File: src/include/ucar_regs.svh
// register offsets, field positions and reset values of the channel aux registers
`ifndef UCAR_REGS_SVH
`define UCAR_REGS_SVH
`define UCAR_OFS_TX_RAM_OFFSETS 12'h018
`define UCAR_OFS_DMA_PTR 12'h01c
`define UCAR_OFS_START_ADDR 12'h020
`define UCAR_OFS_TRIG 12'h024
`define UCAR_OFS_PULSE 12'h028
`define UCAR_OFS_TX_CTRL 12'h02c
`define UCAR_OFS_DMA_STATUS 12'h030
`define UCAR_OFS_TRIG_STATUS 12'h034
`define UCAR_TXO_IO_LSB 0
`define UCAR_TXO_DMA_LSB 16
`define UCAR_RXO_DMA_LSB 16
`define UCAR_ADDR_RX_STB 16
`define UCAR_ADDR_TX_STB 17
`define UCAR_TRIG_HMAX_STB 22
`define UCAR_TRIG_HMIN_STB 23
`define UCAR_TRIG_LMAX_STB 24
`define UCAR_TRIG_LMIN_STB 25
`define UCAR_LEVEL_BIT 23
`define UCAR_PULSE_DLY_STB 22
`define UCAR_PULSE_PER_STB 23
`define UCAR_PULSE_DUTY_STB 24
`define UCAR_TXC_WR_MASK 32'h0000_fffe
`define UCAR_TXC_RESET 32'h0000_0000
`define UCAR_CNT_RESET 22'h00_0000
`define UCAR_DESC_EOC_BIT 0
`endif

File: src/include/ucar_pkg.sv
// types shared by the channel aux register block
package ucar_pkg;
  typedef enum logic [1:0] {UCAR_TRIGGERED, UCAR_PERIODIC, UCAR_ONESHOT, UCAR_TRIG_PERIODIC} ucar_mode_t;
  typedef enum {UCAR_DMA_IDLE, UCAR_DMA_DESC, UCAR_DMA_WAIT, UCAR_DMA_BLOCK} ucar_dma_state_t;
  typedef enum {UCAR_PG_IDLE, UCAR_PG_DELAY, UCAR_PG_ACTIVE, UCAR_PG_REST} ucar_pg_state_t;
endpackage

File: src/ucar_pulse_gen.sv
// discrete output pulse generator on the pll clock b enable
`timescale 1ns/10ps
`include "ucar_regs.svh"
module ucar_pulse_gen import ucar_pkg::*; #(
  parameter int CW = 22
) (
  input wire logic clk_sys_i,
  input wire logic arst_n_i,
  input wire logic tick_i,
  input wire logic enable_i,
  input wire logic trig_edge_i,
  input wire logic [1:0] mode_i,
  input wire logic [CW-1:0] delay_i,
  input wire logic [CW-1:0] period_i,
  input wire logic [CW-1:0] duty_i,
  output logic active_o
);
  ucar_pg_state_t state; // generator phase
  logic [CW-1:0] cnt; // ticks spent in phase; rest keeps counting on from the start of active
  logic [CW-1:0] width; // effective active length
  logic triggered;
  assign triggered = (mode_i == UCAR_TRIGGERED) || (mode_i == UCAR_TRIG_PERIODIC);
  // half period when duty would overrun the period
  assign width = (duty_i > period_i) ? (period_i >> 1) : duty_i;

  // phase sequencer, advances only on ticks
  always_ff @(posedge clk_sys_i or negedge arst_n_i) begin
    if (!arst_n_i) begin
      state <= UCAR_PG_IDLE;
      cnt <= `UCAR_CNT_RESET;
    end else if (!enable_i) begin
      state <= UCAR_PG_IDLE;
      cnt <= `UCAR_CNT_RESET;
    end else if (tick_i) begin
      cnt <= cnt + 1'b1;
      unique case (state)
        UCAR_PG_IDLE: begin
          cnt <= `UCAR_CNT_RESET;
          if (!triggered || trig_edge_i) begin
            state <= triggered ? UCAR_PG_DELAY : UCAR_PG_ACTIVE;
          end
        end
        UCAR_PG_DELAY: begin
          if (cnt + 1'b1 >= delay_i) begin
            state <= UCAR_PG_ACTIVE;
            cnt <= `UCAR_CNT_RESET;
          end
        end
        UCAR_PG_ACTIVE: begin
          if (cnt + 1'b1 >= width) begin
            state <= UCAR_PG_REST;
          end
        end
        UCAR_PG_REST: begin
          // period runs from the start of the active phase
          if (cnt + 1'b1 >= period_i) begin
            cnt <= `UCAR_CNT_RESET;
            if (mode_i == UCAR_PERIODIC || mode_i == UCAR_TRIG_PERIODIC) begin
              state <= UCAR_PG_ACTIVE;
            end else if (mode_i == UCAR_TRIGGERED) begin
              state <= UCAR_PG_IDLE;
            end
          end
        end
      endcase
    end
  end

  assign active_o = (state == UCAR_PG_ACTIVE);

  a_no_early_pulse: assert property (@(posedge clk_sys_i) disable iff (!arst_n_i)
    (state == UCAR_PG_DELAY && tick_i && cnt + 1'b1 < delay_i && enable_i) |=> !active_o)
    else $error("pulse asserted before delay expired");
  a_duty_clamp: assert property (@(posedge clk_sys_i) disable iff (!arst_n_i)
    (state == UCAR_PG_ACTIVE && tick_i && enable_i && duty_i > period_i && cnt + 1'b1 >= (period_i >> 1))
    |=> !active_o) else $error("duty clamp wrong");
  c_pulse_seen: cover property (@(posedge clk_sys_i) disable iff (!arst_n_i) $rose(active_o));
endmodule // ucar_pulse_gen

File: src/ucar_regs.sv
// channel aux register bank: apb slave, ram pointers, read dma chain, trigger and pulse
//
// Functional notes
// - report transmit serialiser fetch offset, bits 11-0
// - report transmit dma deposit offset, bits 27-16
// - pointer write starts descriptor fetch of four
// - follow next pointers until end-of-chain bit
// - writing zero aborts active read dma
// - receive offsets: io low, dma upper
// - rx strobe loads receive ram counter
// - status word first, data after, messages successive
// - receive address uses low eleven bits
// - tx strobe latches, reloads counter per message
// - transmit address uses low twelve bits
// - trigger limit port carries 22-bit count
// - strobes 22-25 select hmax, hmin, lmax, lmin
// - compare durations against limits, latch flags
// - high duration readback with live level
// - low duration readback with live level
// - pulse params: delay, period, duty strobes
// - triggered mode waits delay then asserts
// - period sets interval between assertions
// - duty over period falls back to half
// - tx control enabled bit read-only, bits 15-1 writable, bits 31-16 read zero
// - tx control holds framing bits 4-7
//
// Design decision made here: the APB slave port.
`timescale 1ns/10ps
`include "ucar_regs.svh"
module ucar_regs import ucar_pkg::*; #(
  parameter int CW = 22, // trigger and pulse count width
  parameter int TX_AW = 12, // transmit ram address width
  parameter int RX_AW = 11, // receive ram address width
  parameter int BDIV = 4 // sys cycles per pll clock b period
) (
  input wire logic clk_sys_i,
  input wire logic arst_n_i,
  // apb slave
  input wire logic psel_i,
  input wire logic penable_i,
  input wire logic pwrite_i,
  input wire logic [11:0] paddr_i,
  input wire logic [31:0] pwdata_i,
  output logic [31:0] prdata_o,
  output logic pready_o,
  output logic pslverr_o,
  // transmit serialiser side
  input wire logic tx_msg_start_i, // pulse: new message begins
  input wire logic tx_word_fetch_i, // pulse: a word was fetched
  input wire logic tx_enabled_i, // serialiser state
  output logic [TX_AW-1:0] tx_io_addr_o,
  // transmit dma write side
  input wire logic tx_dma_word_i, // pulse: dma deposited a word
  // receiver side
  input wire logic rx_word_wr_i, // pulse: status or data word written
  output logic [RX_AW-1:0] rx_io_addr_o,
  // read dma reader side
  input wire logic rx_dma_word_i, // pulse: dma read a word
  // read dma memory master (simple request/ack)
  output logic dma_req_o,
  output logic [31:0] dma_addr_o,
  input wire logic dma_ack_i,
  input wire logic [31:0] dma_rdata_i,
  input wire logic blk_done_i, // pulse: block moved by mover
  output logic blk_start_o,
  output logic [31:0] blk_host_o,
  output logic [31:0] blk_local_o,
  output logic [31:0] blk_len_o,
  output logic dma_busy_o,
  // trigger pin and discrete output
  input wire logic trig_pin_i,
  output logic dscrt_out_o,
  // transmit framing and mode
  output logic [31:0] tx_ctrl_o
);
  logic wr_en; // apb write taken this edge
  logic [31:0] tx_ctrl; // stored writable fields
  logic [TX_AW-1:0] tx_latch; // transmit start address latch
  logic [TX_AW-1:0] tx_io_cnt; // next word to fetch
  logic [TX_AW-1:0] tx_dma_cnt; // next dma deposit word
  logic [RX_AW-1:0] rx_io_cnt; // next word to write
  logic [RX_AW-1:0] rx_dma_cnt; // next dma read word
  logic [CW-1:0] hmax, hmin, lmax, lmin; // trigger limits
  logic [CW-1:0] dly, per, duty; // pulse parameters
  logic [CW-1:0] high_cnt, low_cnt;
  logic [3:0] trig_flags;
  logic trig_s1, trig_s2, trig_s3; // pin synchroniser plus history
  logic [$clog2(BDIV)-1:0] div_cnt;
  logic tick_b; // pll clock b rate enable
  logic clr_flags;
  logic pg_active;
  ucar_dma_state_t dma_state;
  logic [1:0] word_idx; // descriptor word being fetched
  logic [31:0] next_ptr;

  // strobe helper: one latch bit, used for every strobed port
  function automatic logic strobe(input logic [31:0] d, input int b);
    strobe = d[b];
  endfunction

  assign wr_en = psel_i && penable_i && pwrite_i;

  // apb answer: zero wait states, no error for any address
  always_ff @(posedge clk_sys_i or negedge arst_n_i) begin
    if (!arst_n_i) begin
      pready_o <= 1'b0;
      pslverr_o <= 1'b0;
    end else begin
      pready_o <= psel_i && !penable_i;
      pslverr_o <= 1'b0;
    end
  end

  // read mux, registered in the setup cycle; unmapped reads zero
  always_ff @(posedge clk_sys_i or negedge arst_n_i) begin
    if (!arst_n_i) begin
      prdata_o <= 32'h0000_0000;
    end else if (psel_i && !penable_i && !pwrite_i) begin
      unique case (paddr_i)
        `UCAR_OFS_TX_RAM_OFFSETS: prdata_o <= 32'(tx_dma_cnt) << `UCAR_TXO_DMA_LSB | 32'(tx_io_cnt);
        `UCAR_OFS_DMA_PTR: prdata_o <= 32'(rx_dma_cnt) << `UCAR_RXO_DMA_LSB | 32'(rx_io_cnt);
        `UCAR_OFS_TRIG: prdata_o <= 32'(trig_s2) << `UCAR_LEVEL_BIT | 32'(high_cnt);
        `UCAR_OFS_PULSE: prdata_o <= 32'(trig_s2) << `UCAR_LEVEL_BIT | 32'(low_cnt);
        `UCAR_OFS_TX_CTRL: prdata_o <= tx_ctrl | 32'(tx_enabled_i);
        `UCAR_OFS_DMA_STATUS: prdata_o <= 32'(dma_busy_o);
        `UCAR_OFS_TRIG_STATUS: prdata_o <= 32'(trig_flags);
        default: prdata_o <= 32'h0000_0000;
      endcase
    end
  end

  // transmit control, bit 0 is never stored
  always_ff @(posedge clk_sys_i or negedge arst_n_i) begin
    if (!arst_n_i) begin
      tx_ctrl <= `UCAR_TXC_RESET;
    end else if (wr_en && paddr_i == `UCAR_OFS_TX_CTRL) begin
      tx_ctrl <= pwdata_i & `UCAR_TXC_WR_MASK;
    end
  end

  // transmit ram pointers; latch reloads counter on every message
  always_ff @(posedge clk_sys_i or negedge arst_n_i) begin
    if (!arst_n_i) begin
      tx_latch <= '0;
      tx_io_cnt <= '0;
      tx_dma_cnt <= '0;
    end else begin
      if (wr_en && paddr_i == `UCAR_OFS_START_ADDR && strobe(pwdata_i, `UCAR_ADDR_TX_STB)) begin
        tx_latch <= pwdata_i[TX_AW-1:0];
      end
      if (tx_msg_start_i) begin
        tx_io_cnt <= tx_latch;
      end else if (tx_word_fetch_i) begin
        tx_io_cnt <= tx_io_cnt + 1'b1;
      end
      if (tx_dma_word_i) begin
        tx_dma_cnt <= tx_dma_cnt + 1'b1;
      end
    end
  end

  // receive ram pointers; status word and data share the increment
  always_ff @(posedge clk_sys_i or negedge arst_n_i) begin
    if (!arst_n_i) begin
      rx_io_cnt <= '0;
      rx_dma_cnt <= '0;
    end else begin
      if (wr_en && paddr_i == `UCAR_OFS_START_ADDR && strobe(pwdata_i, `UCAR_ADDR_RX_STB)) begin
        rx_io_cnt <= pwdata_i[RX_AW-1:0];
      end else if (rx_word_wr_i) begin
        rx_io_cnt <= rx_io_cnt + 1'b1;
      end
      if (rx_dma_word_i) begin
        rx_dma_cnt <= rx_dma_cnt + 1'b1;
      end
    end
  end

  assign tx_io_addr_o = tx_io_cnt;
  assign rx_io_addr_o = rx_io_cnt;
  assign tx_ctrl_o = tx_ctrl;

  // trigger limits; each strobe owns one limit
  always_ff @(posedge clk_sys_i or negedge arst_n_i) begin
    if (!arst_n_i) begin
      hmax <= `UCAR_CNT_RESET;
      hmin <= `UCAR_CNT_RESET;
      lmax <= `UCAR_CNT_RESET;
      lmin <= `UCAR_CNT_RESET;
    end else if (wr_en && paddr_i == `UCAR_OFS_TRIG) begin
      if (strobe(pwdata_i, `UCAR_TRIG_HMAX_STB)) hmax <= pwdata_i[CW-1:0];
      if (strobe(pwdata_i, `UCAR_TRIG_HMIN_STB)) hmin <= pwdata_i[CW-1:0];
      if (strobe(pwdata_i, `UCAR_TRIG_LMAX_STB)) lmax <= pwdata_i[CW-1:0];
      if (strobe(pwdata_i, `UCAR_TRIG_LMIN_STB)) lmin <= pwdata_i[CW-1:0];
    end
  end

  // pulse parameters
  always_ff @(posedge clk_sys_i or negedge arst_n_i) begin
    if (!arst_n_i) begin
      dly <= `UCAR_CNT_RESET;
      per <= `UCAR_CNT_RESET;
      duty <= `UCAR_CNT_RESET;
    end else if (wr_en && paddr_i == `UCAR_OFS_PULSE) begin
      if (strobe(pwdata_i, `UCAR_PULSE_DLY_STB)) dly <= pwdata_i[CW-1:0];
      if (strobe(pwdata_i, `UCAR_PULSE_PER_STB)) per <= pwdata_i[CW-1:0];
      if (strobe(pwdata_i, `UCAR_PULSE_DUTY_STB)) duty <= pwdata_i[CW-1:0];
    end
  end

  // flags clear on a status write with any data; a set still wins
  assign clr_flags = wr_en && paddr_i == `UCAR_OFS_TRIG_STATUS;

  // pll clock b stand-in: one-cycle enable every BDIV cycles
  always_ff @(posedge clk_sys_i or negedge arst_n_i) begin
    if (!arst_n_i) begin
      div_cnt <= '0;
      tick_b <= 1'b0;
    end else begin
      tick_b <= (div_cnt == '0);
      div_cnt <= (int'(div_cnt) == BDIV - 1) ? '0 : div_cnt + 1'b1;
    end
  end

  // trigger pin synchroniser; only stage two onward is read
  always_ff @(posedge clk_sys_i or negedge arst_n_i) begin
    if (!arst_n_i) begin
      trig_s1 <= 1'b0;
      trig_s2 <= 1'b0;
      trig_s3 <= 1'b0;
    end else begin
      trig_s1 <= trig_pin_i;
      trig_s2 <= trig_s1;
      if (tick_b) trig_s3 <= trig_s2;
    end
  end

  ucar_trig_mon #(.CW(CW)) u_mon (
    .clk_sys_i(clk_sys_i),
    .arst_n_i(arst_n_i),
    .tick_i(tick_b),
    .trig_i(trig_s2),
    .clear_flags_i(clr_flags),
    .hmax_i(hmax),
    .hmin_i(hmin),
    .lmax_i(lmax),
    .lmin_i(lmin),
    .high_cnt_o(high_cnt),
    .low_cnt_o(low_cnt),
    .flags_o(trig_flags)
  );

  ucar_pulse_gen #(.CW(CW)) u_pg (
    .clk_sys_i(clk_sys_i),
    .arst_n_i(arst_n_i),
    .tick_i(tick_b),
    .enable_i(tx_ctrl[10]),
    .trig_edge_i(tx_ctrl[11] ? (trig_s2 && !trig_s3) : (!trig_s2 && trig_s3)),
    .mode_i(tx_ctrl[14:13]),
    .delay_i(dly),
    .period_i(per),
    .duty_i(duty),
    .active_o(pg_active)
  );

  // output polarity and steady-level override, registered
  always_ff @(posedge clk_sys_i or negedge arst_n_i) begin
    if (!arst_n_i) begin
      dscrt_out_o <= 1'b1;
    end else if (tx_ctrl[15]) begin
      dscrt_out_o <= !tx_ctrl[12];
    end else begin
      dscrt_out_o <= pg_active ~^ tx_ctrl[12];
    end
  end

  // read dma chain walker: fetch four words, hand block, follow next
  always_ff @(posedge clk_sys_i or negedge arst_n_i) begin
    if (!arst_n_i) begin
      dma_state <= UCAR_DMA_IDLE;
      word_idx <= 2'd0;
      dma_req_o <= 1'b0;
      dma_addr_o <= 32'h0000_0000;
      blk_start_o <= 1'b0;
      blk_host_o <= 32'h0000_0000;
      blk_local_o <= 32'h0000_0000;
      blk_len_o <= 32'h0000_0000;
      next_ptr <= 32'h0000_0000;
    end else begin
      blk_start_o <= 1'b0;
      if (wr_en && paddr_i == `UCAR_OFS_DMA_PTR) begin
        dma_req_o <= (pwdata_i != 32'h0000_0000);
        dma_addr_o <= pwdata_i;
        word_idx <= 2'd0;
        dma_state <= (pwdata_i != 32'h0000_0000) ? UCAR_DMA_DESC : UCAR_DMA_IDLE;
      end else begin
        unique case (dma_state)
          UCAR_DMA_IDLE: dma_req_o <= 1'b0;
          UCAR_DMA_DESC: begin
            if (dma_ack_i) begin
              // word order fixed by word_idx: host, local, length, next
              unique case (word_idx)
                2'd0: blk_host_o <= dma_rdata_i;
                2'd1: blk_local_o <= dma_rdata_i;
                2'd2: blk_len_o <= dma_rdata_i;
                2'd3: next_ptr <= dma_rdata_i;
              endcase
              word_idx <= word_idx + 1'b1;
              dma_addr_o <= dma_addr_o + 32'h0000_0004;
              if (word_idx == 2'd3) begin
                dma_req_o <= 1'b0;
                blk_start_o <= 1'b1;
                dma_state <= UCAR_DMA_BLOCK;
              end
            end
          end
          UCAR_DMA_BLOCK: begin
            if (blk_done_i) begin
              if (next_ptr[`UCAR_DESC_EOC_BIT]) begin
                dma_state <= UCAR_DMA_IDLE;
              end else begin
                dma_addr_o <= {next_ptr[31:1], 1'b0};
                dma_req_o <= 1'b1;
                word_idx <= 2'd0;
                dma_state <= UCAR_DMA_DESC;
              end
            end
          end
          UCAR_DMA_WAIT: dma_state <= UCAR_DMA_IDLE;
        endcase
      end
    end
  end

  assign dma_busy_o = (dma_state != UCAR_DMA_IDLE);

  a_zero_abort: assert property (@(posedge clk_sys_i) disable iff (!arst_n_i)
    (wr_en && paddr_i == `UCAR_OFS_DMA_PTR && pwdata_i == 32'h0000_0000) |=> !dma_busy_o && !dma_req_o)
    else $error("zero pointer did not abort");
  a_start_fetch: assert property (@(posedge clk_sys_i) disable iff (!arst_n_i)
    (wr_en && paddr_i == `UCAR_OFS_DMA_PTR && pwdata_i != 32'h0000_0000) |=> dma_req_o && dma_addr_o == $past(pwdata_i))
    else $error("pointer write did not start fetch");
  a_tx_reload: assert property (@(posedge clk_sys_i) disable iff (!arst_n_i)
    tx_msg_start_i |=> tx_io_cnt == $past(tx_latch)) else $error("tx counter not reloaded");
  a_rx_load: assert property (@(posedge clk_sys_i) disable iff (!arst_n_i)
    (wr_en && paddr_i == `UCAR_OFS_START_ADDR && pwdata_i[16]) |=> rx_io_cnt == $past(pwdata_i[RX_AW-1:0]))
    else $error("rx address not loaded");
  a_ctrl_bit0: assert property (@(posedge clk_sys_i) disable iff (!arst_n_i)
    (psel_i && !penable_i && !pwrite_i && paddr_i == `UCAR_OFS_TX_CTRL) |=>
    prdata_o[0] == $past(tx_enabled_i) && !tx_ctrl[0]) else $error("read-only bit wrong");
  a_no_strobe: assert property (@(posedge clk_sys_i) disable iff (!arst_n_i)
    (wr_en && paddr_i == `UCAR_OFS_TRIG && pwdata_i[25:22] == 4'h0) |=> $stable(hmax) && $stable(lmin))
    else $error("limit changed without strobe");
  c_chain_end: cover property (@(posedge clk_sys_i) disable iff (!arst_n_i)
    dma_state == UCAR_DMA_BLOCK && blk_done_i && next_ptr[0]);
  c_abort: cover property (@(posedge clk_sys_i) disable iff (!arst_n_i)
    dma_busy_o && wr_en && paddr_i == `UCAR_OFS_DMA_PTR && pwdata_i == 32'h0000_0000);
  c_flag_set: cover property (@(posedge clk_sys_i) disable iff (!arst_n_i) $rose(trig_flags[0]));
endmodule // ucar_regs

File: src/ucar_trig_mon.sv
// trigger duration monitor running on the pll clock b enable
`timescale 1ns/10ps
`include "ucar_regs.svh"
module ucar_trig_mon import ucar_pkg::*; #(
  parameter int CW = 22
) (
  input wire logic clk_sys_i,
  input wire logic arst_n_i,
  input wire logic tick_i,
  input wire logic trig_i,
  input wire logic clear_flags_i,
  input wire logic [CW-1:0] hmax_i,
  input wire logic [CW-1:0] hmin_i,
  input wire logic [CW-1:0] lmax_i,
  input wire logic [CW-1:0] lmin_i,
  output logic [CW-1:0] high_cnt_o,
  output logic [CW-1:0] low_cnt_o,
  output logic [3:0] flags_o
);
  logic trig_q; // level at last tick, for edge detect
  logic [CW-1:0] run_cnt; // duration of current level
  logic fall;
  logic rise;
  assign rise = tick_i && trig_i && !trig_q;
  assign fall = tick_i && !trig_i && trig_q;

  // run counter saturates rather than wrapping on a stuck input
  always_ff @(posedge clk_sys_i or negedge arst_n_i) begin
    if (!arst_n_i) begin
      trig_q <= 1'b0;
      run_cnt <= `UCAR_CNT_RESET;
    end else if (tick_i) begin
      trig_q <= trig_i;
      if (rise || fall) begin
        run_cnt <= {{(CW-1){1'b0}}, 1'b1};
      end else if (run_cnt != {CW{1'b1}}) begin
        run_cnt <= run_cnt + 1'b1;
      end
    end
  end

  // captured durations of the finished levels
  always_ff @(posedge clk_sys_i or negedge arst_n_i) begin
    if (!arst_n_i) begin
      high_cnt_o <= `UCAR_CNT_RESET;
      low_cnt_o <= `UCAR_CNT_RESET;
    end else begin
      if (fall) begin
        high_cnt_o <= run_cnt;
      end
      if (rise) begin
        low_cnt_o <= run_cnt;
      end
    end
  end

  // sticky flags: hmax, hmin, lmax, lmin; a set wins over a clear
  always_ff @(posedge clk_sys_i or negedge arst_n_i) begin
    if (!arst_n_i) begin
      flags_o <= 4'h0;
    end else begin
      flags_o <= (clear_flags_i ? 4'h0 : flags_o) | {
        fall && run_cnt > hmax_i, fall && run_cnt < hmin_i,
        rise && run_cnt > lmax_i, rise && run_cnt < lmin_i};
    end
  end

  a_high_capture: assert property (@(posedge clk_sys_i) disable iff (!arst_n_i)
    fall |=> high_cnt_o == $past(run_cnt)) else $error("high duration not captured");
  a_over_flag: assert property (@(posedge clk_sys_i) disable iff (!arst_n_i)
    (fall && run_cnt > hmax_i) |=> flags_o[3]) else $error("high over flag missed");
endmodule // ucar_trig_mon
File: config.mk
export PLATFORM = sky130hd
export DESIGN_NAME = ucar_regs
export DESIGN_NICKNAME = d
export VERILOG_FILES = /design/src/include/ucar_pkg.sv /design/src/ucar_pulse_gen.sv /design/src/ucar_regs.sv /design/src/ucar_trig_mon.sv
export VERILOG_INCLUDE_DIRS = /design/src /design/src/include
export SDC_FILE = /design/constraint.sdc
export NUM_CORES = 1
export LEC_CHECK = 0
export BUFFER_PORTS_ARGS = -buffer_cell sky130_fd_sc_hd__buf_4
export CAP_MARGIN = 30
export CORE_MARGIN = 2
export CORE_UTILIZATION = 51
export CTS_BUF_LIST = sky130_fd_sc_hd__clkbuf_8
export DETAILED_ROUTE_END_ITERATION = 8
export PLACE_DENSITY = 0.75
export RECOVER_POWER = 100
export SYNTH_ARGS = -nofsm -noshare
export SYNTH_HDL_FRONTEND = slang
export SYNTH_HIERARCHICAL = 1
export SYNTH_SLANG_ARGS = --single-unit
export TNS_END_PERCENT = 50
File: constraint.sdc
create_clock -name clk_sys_i -period 6.62 [get_ports clk_sys_i]
set_clock_uncertainty 0.05 [all_clocks]
set_input_delay 1.324 -clock clk_sys_i [delete_from_list [all_inputs] [get_ports clk_sys_i]]
set_output_delay 1.324 -clock clk_sys_i [all_outputs]
set_load 0.02 [all_outputs]
# After elaboration in Yosys (flattened, before gate mapping)
# Index checks and enable logic that the tools add are counted.
op_classes:
  add_sub_neg: 9
  n_mul: 0
  bitwise_logic: 8
  reduce_logical: 61
  mux: 54
  n_div: 0
  eq_ne: 32
  shift: 0
  order_cmp: 8
ops:
  columns: ["op", "count"]
  rows:
  - ["two-way mux 32 bit", 16]
  - ["one-hot mux 28 bit (7 select lines)", 1]
  - ["two-way mux 22 bit", 7]
  - ["== test 32 x 2 -> 1 bit (second input constant)", 4]
  - ["one-hot mux 32 bit (4 select lines)", 1]
  - ["one-hot mux 32 bit (3 select lines)", 1]
  - ["== test 12 x 6 -> 1 bit (second input constant)", 6]
  - [">= comparator 22 bit", 3]
  - ["> comparator 22 bit", 3]
  - ["one-hot mux 22 bit (3 select lines)", 1]
  - ["== test 32 x 1 -> 1 bit (second input constant)", 2]
  - ["logical NOT 32 bit", 2]
  - ["one-hot mux 32 bit (2 select lines)", 1]
  - ["nonzero test 32 bit", 2]
  - ["bitwise OR 24 x 22 -> 24 bit", 2]
  - ["adder 22 x 1 -> 22 bit (second input constant)", 2]
  - ["< comparator 22 bit", 2]
  - ["adder 32 x 3 -> 32 bit (second input constant)", 1]
  - ["== test 32 x 3 -> 1 bit (second input constant)", 1]
  - ["bitwise OR 28 x 12 -> 28 bit", 1]
  - ["bitwise OR 27 x 11 -> 27 bit", 1]
  - ["adder 12 x 1 -> 12 bit (second input constant)", 2]
  - ["== test 12 x 5 -> 1 bit (second input constant)", 2]
  - ["two-way mux 12 bit", 2]
  - ["other kinds (30)", 106]
totals:
  rom_bits: 0
  in_bits: 90
  n_memories: 0
  word_cells: 208
  register_bits: 587
  latchBits: 0
  out_inout_bits: 221
  ram_bits: 0

# Depth between registers and ports, before layout
# Gate-level depths: netlist of run 1.
logic_depth:
  depth_word: 8
  mapped_depth: 18
  depth_no_buf: 17

# Hierarchy
# Netlist of run 1, hierarchy kept.
by_module_without_submodules:
  columns: ["mod", "area_per_inst_um2", "cells_each", "seq_area_each_um2", "n_inst"]
  rows:
  - ["ucar_regs", 19542.5, 1509, 10736.5, 1]
  - ["ucar_trig_mon", 5330.1, 576, 1776.7, 1]
  - ["ucar_pulse_gen", 4426.7, 572, 600.6, 1]

# Least setup slack after synthesis of run 1
# Ideal clock, no wire load.
synth_path:
  path_kind: "register to register"
  from: "register u_pg.cnt[0]"
  to: "register u_pg.cnt[10]"
  arrival_time_ns: 3.558
  n_path_buf: 3
  path_stages_with_launch: 17
  t_required_ns: 6.449
  synth_period_minus_slack_ns: 3.729
  setup_ns: 0.121
  setup_slack_ns: 2.891
  path_cell_list: "dfrtp_1 ha_1 and3_1 and3_1 and3_1 clkbuf_1 and4_1 xor2_1 ha_1 nand4_2 nor4_2 nand2_1 o2111a_1 o31a_1 buf_6 buf_8 a22o_1"
synth_between:
  elab_chain_cells: 6
  elab_cells_between_ends: 8
  classes_between: "1 x add/sub; 2 x order compare; 5 x mux"
synth_lines:
  columns: ["item", "line_no", "rtl"]
  rows:
  - ["start, declared", "ucar_pulse_gen.sv:19", "logic [CW-1:0] cnt;"]
  - ["start signal, assigned", "ucar_pulse_gen.sv:30", "cnt <= `UCAR_CNT_RESET;"]
  - ["start signal, assigned", "ucar_pulse_gen.sv:33", "cnt <= `UCAR_CNT_RESET;"]
  - ["start signal, assigned", "ucar_pulse_gen.sv:35", "cnt <= cnt + 1'b1;"]
  - ["adder 22 x 1 -> 22 bit *", "ucar_pulse_gen.sv:35, ucar_pulse_gen.sv:44, ucar_pulse_gen.sv:56", null]
  - [">= comparator 22 bit, on equally long branches", "ucar_pulse_gen.sv:56, ucar_pulse_gen.sv:44", null]
  - ["two-way mux 22 bit, on equally long branches", "ucar_pulse_gen.sv:56, ucar_pulse_gen.sv:44", null]
  - ["one-hot mux 22 bit (3 select lines) *", "ucar_pulse_gen.sv:36", "unique case (state)"]
  - ["two-way mux 22 bit *", "ucar_pulse_gen.sv:34", "end else if (tick_i) begin"]
  - ["two-way mux 22 bit *", "ucar_pulse_gen.sv:31", "end else if (!enable_i) begin"]
# Mark *: on every way between the ends. The rest lies on a longest branch, timed or not. The select of a mux whose other input is x is not followed.
# A chain may end at the register's enable or synchronous reset.

# Final worst setup path of run 1
layout_path:
  from: "register per[16]"
  to: "register u_pg.state[0]"
layout_between:
  elab_chain_cells: 5
  elab_cells_between_ends: 7
  classes_between: "3 x order compare; 2 x eq/ne; 1 x mux; 1 x reduce/logical"
layout_lines:
  columns: ["item", "line_no", "rtl"]
  rows:
  - ["start, declared", "ucar_regs.sv:84", "logic [CW-1:0] dly, per, duty;"]
  - ["start signal, assigned", "ucar_regs.sv:202", "per <= `UCAR_CNT_RESET;"]
  - ["start signal, assigned", "ucar_regs.sv:206", "if (strobe(pwdata_i, `UCAR_PULSE_PER_STB)) per <= pwdata_i[CW-1:0];"]
  - ["> comparator 22 bit", "ucar_pulse_gen.sv:24", "assign width = (duty_i > period_i) ? (period_i >> 1) : duty_i;"]
  - ["two-way mux 22 bit", "ucar_pulse_gen.sv:24", null]
  - [">= comparator 22 bit", "ucar_pulse_gen.sv:50", "if (cnt + 1'b1 >= width) begin"]
  - ["inequality test 3 x 2 -> 1 bit (no source line)", null, null]
  - ["AND reduction 6 bit (no source line) *", null, null]
  - ["end signal, assigned", "ucar_pulse_gen.sv:40", "state <= triggered ? UCAR_PG_DELAY : UCAR_PG_ACTIVE;"]
  - ["end, declared", "ucar_pulse_gen.sv:18", "ucar_pg_state_t state;"]
# Mark *: on every way between the ends. The rest lies on a longest branch, timed or not.

==> reports/metrics.sh, run 1 <==
MAX_FREQ_MHz=187
SYNTH_TOP_CELL_BY_AREA='sky130_fd_sc_hd__dfrtp_1'
CRITICAL_SETUP_PATH_CLASS='flip-flop to flip-flop'
MOST-COMMON-LAYOUT-CELLS='sky130_fd_sc_hd__dfrtp_1, sky130_fd_sc_hd__mux2_2, sky130_fd_sc_hd__clkbuf_1, sky130_fd_sc_hd__inv_1, sky130_fd_sc_hd__nand2_1'
SYNTHARSTFLOPSHARE_PCT=100
POST_SYNTH.CELL_AREA_AVG_UM2=11.0
DIE_WIDTH_UM=244
YS_DOMINANT_REG_CELL='sky130_fd_sc_hd__dfrtp_1'
DR.FIRST_ITER.DRC_COUNT=1936
DRT_DRC_VIOLATIONS_LEFT=0
REQUIRED_TIME_OF_THE_CRITICAL_PATH_PS=7100
TOP_CELLS_BY_AREA_SYNTH='sky130_fd_sc_hd__dfrtp_1, sky130_fd_sc_hd__mux2_2, sky130_fd_sc_hd__ha_1'
GR-USAGE-ALL-LAYERS_PCT=28.8
NUMBER_OF_ENDPOINTS_WITH_NEGATIVE_HOLD_SLACK_IN_THE_FINAL_REPORT=0
WL_MET3_UM=7710
LEAKAGE_nW=15.1
DRT_PASS_1_ITERS=6
DRV.MAX_CAP_VIOLATION_COUNT=9
FINAL_UTIL_PCT=57.2
MAPPEDNETLISTAREA_MM2=0.0293
GRT_START_MAX_NET_PINS=187
POST_SYNTH_INST_COUNT=2657
LAYOUT_SETUP_WS_PS=1280
RUN_STATUS='complete, but fails checks'
NUM_VIAS=22900
WORST_SETUP_PATH_END_KIND='flip-flop'
YOSYSWARNINGS=6
PWR_DENSITY_CELL_mW_PER_MM2=305
CTS_RESIZED=0
TOTALWIRELENGTH_UM=86100
WORST_SKEW_PAIR.LATE_LATENCY_PS=690
FP.COREAREA_MM2=0.0566
FINISH.CELL_COUNT_WITHOUT_FILLERS=3757
VIOLATIONS='capacitance limit, slew limit'
DESIGN_POWER_TOTAL_mW=9.89
SLEW_VIOL_FINAL=477
AREAGROWTHSYNTHTOFINISH_PCT=10.6
FLOORPLAN.DIE_AREA_MM2=0.0594
YS_SEQ_AREA_SHARE_PCT=44.8
NUMBER_OF_SETUP_BUFFERS_ADDED_AFTER_CTS=0
MOST_FREQUENT_STANDARD_CELL_IN_THE_LAYOUT_EXCLUDING_FILL_AND_TAP_CELLS='sky130_fd_sc_hd__dfrtp_1'
GRT_REMAINING_OVERFLOW=0
CLOCKROOTBUFFER='sky130_fd_sc_hd__clkbuf_8'
GRT_FIRST_PASS_WIRELENGTH_UM=133000
HIGHEST-SIGNAL-LAYER='met4'
LAYOUT-DRIVE-GT1-SHARE_PCT=16.5
YOSYSUNIQUECELLTYPES=98
FIRST_GLOBAL_VIAS=23000
HOLD_PATH.CLASS='flip-flop to flip-flop'
FINAL.MIN_CLOCK_PERIOD_PS=5340
FLOORPLAN.INITIALDENSITY_PCT=51.8
PLACED_CELLS=3594
RSZ_0062_RAISED_AFTER_GLOBAL_ROUTING='false'
VIAS_PER_CELL=6.08
LARGEST_VOLTAGE_DROP_ON_THE_VDD_NET_uV=308
TIMING.SETUP.TNS_PS=0
CRITPATHLAUNCHTYPE='flip-flop'
SYNTH_TOP_AREA_SHARE_PCT=44.7
CLOCK_SINK_COUNT=524
PLACEMENTROWS=87
CRITICAL_PATH_PEAK_FANOUT=22
MET1WIRELENGTH_UM=35500
FINAL.HOLD.WORST_SLACK_PS=307
DIEHEIGHT_UM=244
POSTCTSHOLDBUFS=0
GPL.FINAL_WEIGHTED_CONGESTION=0.996
GRT_ANTENNA_BEFORE_REPAIR=2
REPORT.FINAL.SETUP_VIOL=0
DRT.ANTENNA.VIOLATING_NETS=0
FINALINSTANCEAREA_MM2=0.0324
DP.FINAL_HPWL_UM=59800
PLACED_STANDARD_CELL_AREA_MM2=0.0319
TIMING.MAX_SLEW.REL_SLACK_PCT=-67.1
CLK_TRANSITION_REPORTED_PATHS_PS=60
CTS-ROOT-TO-SINK-BUFFERS=3
TOTAL_CLOCK_BUFFERS_CREATED_BY_CTS=87
NUMBER_OF_ENABLE_FLIP_FLOP_CELLS_AFTER_SYNTHESIS=0
PERIOD_SHARE_PCT=80.6
DRT-WIRELENGTH-PER-CELL_UM=22.9
CTSHTREEMAXLEVEL=3
IOPINCOUNT=311
IO_BUFFER_COUNT=288
WORST_SLEW_PIN_SLEW_PS=2510
PLACE_WS_PS=1950
SYNTH-SEQ-CELLS=524
WORSTPATHARRIVAL_PS=5820
LAYOUT.NETS=3212
TRITONCTS='built'
MET2_LENGTH_UM=39300
power by group:
part           switching (mW)  internal [mW]  leakage, nW  total, mW
sequential              0.552           3.78         6.97       4.33
clock                    1.37           1.69         1.07       3.07
combinational            1.61          0.882         7.09       2.49
layout make-up:
type	count	area, um2
Sequential cell	524	13100
Clock inverter	52	377
Multi-Input combinational cell	1827	14200
Antenna cell	1	2.50
Fill cell	5009	24200
Timing Repair Buffer	316	1580
Inverter	172	646
Clock buffer	109	1500
Tap cell	756	946
synthesized netlist by cell type (all sizes together), types with 33 or more instances:
cell type and instances:
a21o 33, a21oi 118, a22o 35, and3 38
buf 77, clkbuf 78, dfrtp 523, ha 194
inv 172, mux2 347, nand2 200, nand3 94
nand4 81, nor2 109, o21ai 113, xnor2 43
flip-flops by register name (all words and copies together) (netlist names), 12 cells and up:
signal / count
dly: 22
tx_ctrl_o: 15
u_pg/cnt: 22
dma_addr_o: 32
next_ptr: 32
blk_host_o: 32
duty: 22
u_mon/low_cnt_o: 22
u_mon/run_cnt: 22
hmin: 22
u_mon/high_cnt_o: 22
blk_local_o: 32
prdata_o: 28
per: 22
lmax: 22
hmax: 22
blk_len_o: 32
tx_io_addr_o: 12
tx_dma_cnt: 12
lmin: 22
tx_latch: 12
logic make-up (layout without fill, tap and decap cells):
group / Yosys count / count (layout) / synth area share, %
compound gates: 509 / 509 / 11.9
xor+xnor: 71 / 71 / 2.12
fa+ha+maj: 194 / 194 / 8.28
buf+inv: 327 / 649 / 5.35
flops: 524 / 524 / 44.8
mux: 376 / 376 / 15.9
other cells: 1 / 23 / 0.0128
simple gates: 655 / 655 / 11.7
metal layers:
| metal | GRT usage, % | vias up |
|---|---|---|
| met4 | 11.8 | 0 |
| met5 | 0 | - |
| met2 | 46.0 | 1092 |
| met3 | 6.59 | 229 |
| met1 | 37.9 | 11300 |
| li1 | - | 10200 |
worst paths after layout:
kind	startpoint	endpoint	slack, ps	cells past startpoint
setup / recovery	per[16]	u_pg/state[0]	1280	16
hold / removal	trig_s1	trig_s2	310	0
setup reg to reg	per[16]	u_pg/state[0]	1280	16
hold reg to reg	trig_s1	trig_s2	310	0
max in group asynchronous	arst_n_i	hmin[17]	1800	2
min in group asynchronous	arst_n_i	per[17]	1380	1
critical path, stage by stage (launching register included):
cell                       delay [ps]
sky130_fd_sc_hd__dfrtp_1          390
sky130_fd_sc_hd__inv_1            100
sky130_fd_sc_hd__ha_1             300
sky130_fd_sc_hd__nand4_1          180
sky130_fd_sc_hd__or3_1            410
sky130_fd_sc_hd__o221ai_1        1340
sky130_fd_sc_hd__buf_4            480
sky130_fd_sc_hd__mux2i_1          120
sky130_fd_sc_hd__a211o_1          280
sky130_fd_sc_hd__ha_1             290
sky130_fd_sc_hd__nor2b_1          110
sky130_fd_sc_hd__o21ai_0          150
sky130_fd_sc_hd__nand3_1          120
sky130_fd_sc_hd__a21oi_1           90
sky130_fd_sc_hd__a2111o_1         440
sky130_fd_sc_hd__a21oi_1          220
sky130_fd_sc_hd__o31ai_1          110
Note: power is estimated with default switching activity, not from simulation.
==> inputs of run 2 (changes only) <==
==> constraint.sdc (replaced) <==
create_clock -name clk_sys_i -period 5 [get_ports clk_sys_i]
set_clock_uncertainty 0.05 [all_clocks]
set_input_delay 1 -clock clk_sys_i [delete_from_list [all_inputs] [get_ports clk_sys_i]]
set_output_delay 1 -clock clk_sys_i [all_outputs]
set_load 0.02 [all_outputs]
==> run 2 against run 1 <==
Compared with the run above:
- the run still ends with capacitance limit, slew limit left
- sequential share of layout area shrank 0.49 points
- final cell count increased by 0.85%
- die area is the same
- combinational power rose by 34%
- design area rose by 1.2%
- count of clock-buffer cells in the layout grew 5
- wire length down 0.18%
- register-to-register slack worse by 530 ps
- utilization up 0.70 points
- via count is 0.42% higher
- critical path type is now input pin to flip-flop
- critical endpoint is now blk_host_o[31]
- highest routed layer is now met5
==> reports/metrics.sh, run 2 (synthesis gave the netlist of run 1 again) <==
INSERTEDDIODECOUNT=0  # was 1
CRITICAL_SETUP_PATH_CLASS='input pin to flip-flop'  # was flip-flop to flip-flop
TIMING.MAX_SLEW.REL_SLACK_PCT=-89.3  # was -67.1%
FINALINSTANCEAREA_MM2=0.0328  # was 0.0324 mm2
HOLD-PATH-CELL-COUNT=0  # unchanged
HOLD_PATH_END='trig_s2'  # unchanged
WORST_R2R_PATH_DEPTH=16  # unchanged
GPL.FINAL_WEIGHTED_CONGESTION=0.951  # was 0.996
RUN_STATUS='complete, but fails checks'  # unchanged
LAYOUT-DRIVE-GT1-SHARE_PCT=17.6  # was 16.5%
DIEHEIGHT_UM=244  # unchanged
CLOCK_SINK_COUNT=524  # unchanged
PWR_DENSITY_CELL_mW_PER_MM2=414  # was 305 mW/mm2
GRT_START_MAX_NET_PINS=101  # was 187
DP.FINAL_HPWL_UM=61000  # was 59,800 um
TRITONCTS='built'  # unchanged
DIE_WIDTH_UM=244  # unchanged
POWER.INTERNAL_mW=8.85  # was 6.35 mW
SWSHARE_PCT=34.9  # was 35.8%
CRITICAL_PATH_PEAK_FANOUT=32  # was 22
IO_BUFFER_COUNT=288  # unchanged
NUMBER_OF_ENDPOINTS_WITH_NEGATIVE_HOLD_SLACK_IN_THE_FINAL_REPORT=0  # unchanged
HOLD_PATH.CLASS='flip-flop to flip-flop'  # unchanged
NUMBER_OF_SETUP_BUFFERS_ADDED_AFTER_CTS=0  # unchanged
GR-USAGE-ALL-LAYERS_PCT=28.9  # was 28.8%
DRT_DRC_VIOLATIONS_LEFT=0  # unchanged
CLOCK_POWER_SHARE_PCT=33.6  # was 31.0%
CTS-ROOT-TO-SINK-BUFFERS=3  # unchanged
WORST_SETUP_PATH_END_KIND='flip-flop'  # unchanged
GRT_REMAINING_OVERFLOW=0  # unchanged
SWITCHING_POWER_mW=4.75  # was 3.54 mW
SEQ_POWER_SHARE_PCT=41.9  # was 43.8%
CTSHTREEMAXLEVEL=3  # unchanged
CRIT_PATH_CELL_TRACE='clkbuf_1 > or4_1 > or4b_1 > and3_4 > nand2_1 > mux2_2'  # was inv_1 > ha_1 > nand4_1 > or3_1 > o221ai_1 > buf_4 > mux2i_1 > a211o_1 > ha_1 > nor2b_1 > o21ai_0 > nand3_1 > a21oi_1 > a2111o_1 > a21oi_1 > o31ai_1
FINAL_UTIL_PCT=57.9  # was 57.2%
RSZ_0062_RAISED_AFTER_GLOBAL_ROUTING='false'  # unchanged
TOTALWIRELENGTH_UM=86000  # was 86,100 um
MAX_FREQ_MHz=233
MOST_FREQUENT_STANDARD_CELL_IN_THE_LAYOUT_EXCLUDING_FILL_AND_TAP_CELLS='sky130_fd_sc_hd__dfrtp_1'  # unchanged
LARGEST_VOLTAGE_DROP_ON_THE_VDD_NET_uV=332  # was 308 uV
NUM_VIAS=22900  # about the same
CLK_TRANSITION_REPORTED_PATHS_PS=60  # about the same
MOST-COMMON-LAYOUT-CELLS='sky130_fd_sc_hd__dfrtp_1, sky130_fd_sc_hd__mux2_2, sky130_fd_sc_hd__clkbuf_1, sky130_fd_sc_hd__nand2_1'  # was sky130_fd_sc_hd__dfrtp_1, sky130_fd_sc_hd__mux2_2, sky130_fd_sc_hd__clkbuf_1, sky130_fd_sc_hd__inv_1, sky130_fd_sc_hd__nand2_1
PATH_DELAY_FAMILY='simple AND/OR/NAND/NOR gates'  # was compound AO/OA/AOI/OAI gates
AREAGROWTHSYNTHTOFINISH_PCT=11.9  # was 10.6%
DESIGN_POWER_TOTAL_mW=13.6  # was 9.89 mW
IOPINCOUNT=311  # unchanged
LAYOUT.NETS=3242  # was 3,212
PLACEMENTROWS=87  # unchanged
TERMINUS_OF_THE_CRITICAL_FLOP_TO_FLOP_PATH='u_pg/state[0]'  # unchanged
TIMING.CRITICAL_PATH.SLOWEST_STAGE_CELL='sky130_fd_sc_hd__nand2_1'  # was sky130_fd_sc_hd__o221ai_1
CRITPATHLAUNCHTYPE='input pin'  # was flip-flop
VIAS_PER_CELL=6.06  # was 6.08
FP.COREAREA_MM2=0.0566  # unchanged
R2R-START='per[17]'  # was per[16]
CRITICAL_PATH.N_BUFFERS_INVERTERS=1  # was 2
POSTCTSHOLDBUFS=0  # unchanged
DRT-WIRELENGTH-PER-CELL_UM=22.7  # was 22.9 um
DR.FIRST_ITER.DRC_COUNT=1720  # was 1,936
FLOORPLAN.DIE_AREA_MM2=0.0594  # unchanged
WORSTPATHARRIVAL_PS=4800  # was 5820 ps
CTS_RESIZED=0  # unchanged
PERIOD_SHARE_PCT=85.9
HOLD_PATH_STARTPOINT='trig_s1'  # unchanged
DRV.MAX_CAP_VIOLATION_COUNT=8  # was 9
GRT_FIRST_PASS_WIRELENGTH_UM=135000  # was 133,000 um
REQUIRED_TIME_OF_THE_CRITICAL_PATH_PS=5500  # was 7100 ps
REPORT.FINAL.SETUP_VIOL=0  # unchanged
LEAKAGE_nW=15.4  # was 15.1 nW
TOTAL_CLOCK_BUFFERS_CREATED_BY_CTS=90  # was 87
P_COMB_SHARE_PCT=24.5  # was 25.2%
PLACED_STANDARD_CELL_AREA_MM2=0.0321  # was 0.0319 mm2
FLOORPLAN.INITIALDENSITY_PCT=51.8  # unchanged
VIOLATIONS='capacitance limit, slew limit'  # unchanged
FINAL.MIN_CLOCK_PERIOD_PS=4300
WORST_SKEW_PAIR.LATE_LATENCY_PS=700  # was 690 ps
R2R_SETUP_SLACK_PS=750  # was 1280 ps
SLEW_VIOL_FINAL=298  # was 477
WORST_SLEW_PIN_SLEW_PS=2840  # was 2510 ps
FIRST_GLOBAL_VIAS=23400  # was 23,000
CLOCKROOTBUFFER='sky130_fd_sc_hd__clkbuf_8'  # unchanged
TIMING.SETUP.TNS_PS=0  # unchanged
DRT_PASS_1_ITERS=7  # was 6
CRITPATHMAXSTAGEDELAY_PS=1180  # was 1340 ps
GRT_ANTENNA_BEFORE_REPAIR=2  # unchanged
DRT.ANTENNA.VIOLATING_NETS=0  # unchanged
-- run 2: power by group through the flow --
stage,Clock [mW],Combinational (mW),Sequential [mW]
after global routing,4.84,3.60,5.79
after detailed placement,0,4.21,5.76
final,4.56,3.33,5.70
after floorplan,0,2.09,6.19
after global placement,0,4.07,5.73
after CTS,4.65,4.22,5.72
-- run 2: worst register-to-register path, cell delays in order (launching register included) --
cell,delay (ps)
sky130_fd_sc_hd__dfrtp_1,380
sky130_fd_sc_hd__inv_1,110
sky130_fd_sc_hd__ha_1,310
sky130_fd_sc_hd__nand4_1,170
sky130_fd_sc_hd__nor3_1,320
sky130_fd_sc_hd__nand4_1,550
sky130_fd_sc_hd__clkbuf_1,420
sky130_fd_sc_hd__nand4_1,180
sky130_fd_sc_hd__o211a_1,180
sky130_fd_sc_hd__ha_1,250
sky130_fd_sc_hd__a211oi_1,260
sky130_fd_sc_hd__o21ai_0,120
sky130_fd_sc_hd__o211ai_1,90
sky130_fd_sc_hd__a21oi_1,90
sky130_fd_sc_hd__a2111o_1,370
sky130_fd_sc_hd__a21oi_1,150
sky130_fd_sc_hd__o31ai_1,110
-- run 2: worst max path at each step --
stage / from / end / cells past startpoint / slack (ps)
after floorplan: u_pg/cnt[0] / u_pg/cnt[10] / 16 / 1270
after global placement: u_pg/cnt[1] / u_pg/cnt[0] / 14 / 980
after detailed placement: u_pg/cnt[1] / u_pg/cnt[20] / 14 / 840
after CTS: u_pg/cnt[1] / u_pg/cnt[20] / 14 / 850
after global routing: arst_n_i / hmax[10] / 2 / 470
final: paddr_i[7] / blk_host_o[31] / 6 / 700
-- run 2: cell type report --
| cell class | count | area [um2] |
|---|---|---|
| Inverter | 172 | 646 |
| Fill cell | 5085 | 23800 |
| Multi-Input combinational cell | 1827 | 14200 |
| Clock buffer | 114 | 1570 |
| Sequential cell | 524 | 13100 |
| Tap cell | 756 | 946 |
| Clock inverter | 53 | 567 |
| Timing Repair Buffer | 343 | 1750 |
-- run 2: per-layer routing --
layer	vias to the layer above	GRT usage (%)	share of wire, %
met3	215	6.42	8.3
met5	-	0	0.022
li1	10300	-	-
met2	1050	46.8	46
met1	11400	37.7	42
met4	2	11.4	3.8
-- run 2: metrics by stage --
stage                     cells  hold WS, ps  setup slack (ps)
after floorplan            2678          281              1270
after global placement     3618          288               982
after detailed placement   3620          287               837
after CTS                  3787          296               851
after global routing       3789          307               468
final                      3789          300               704
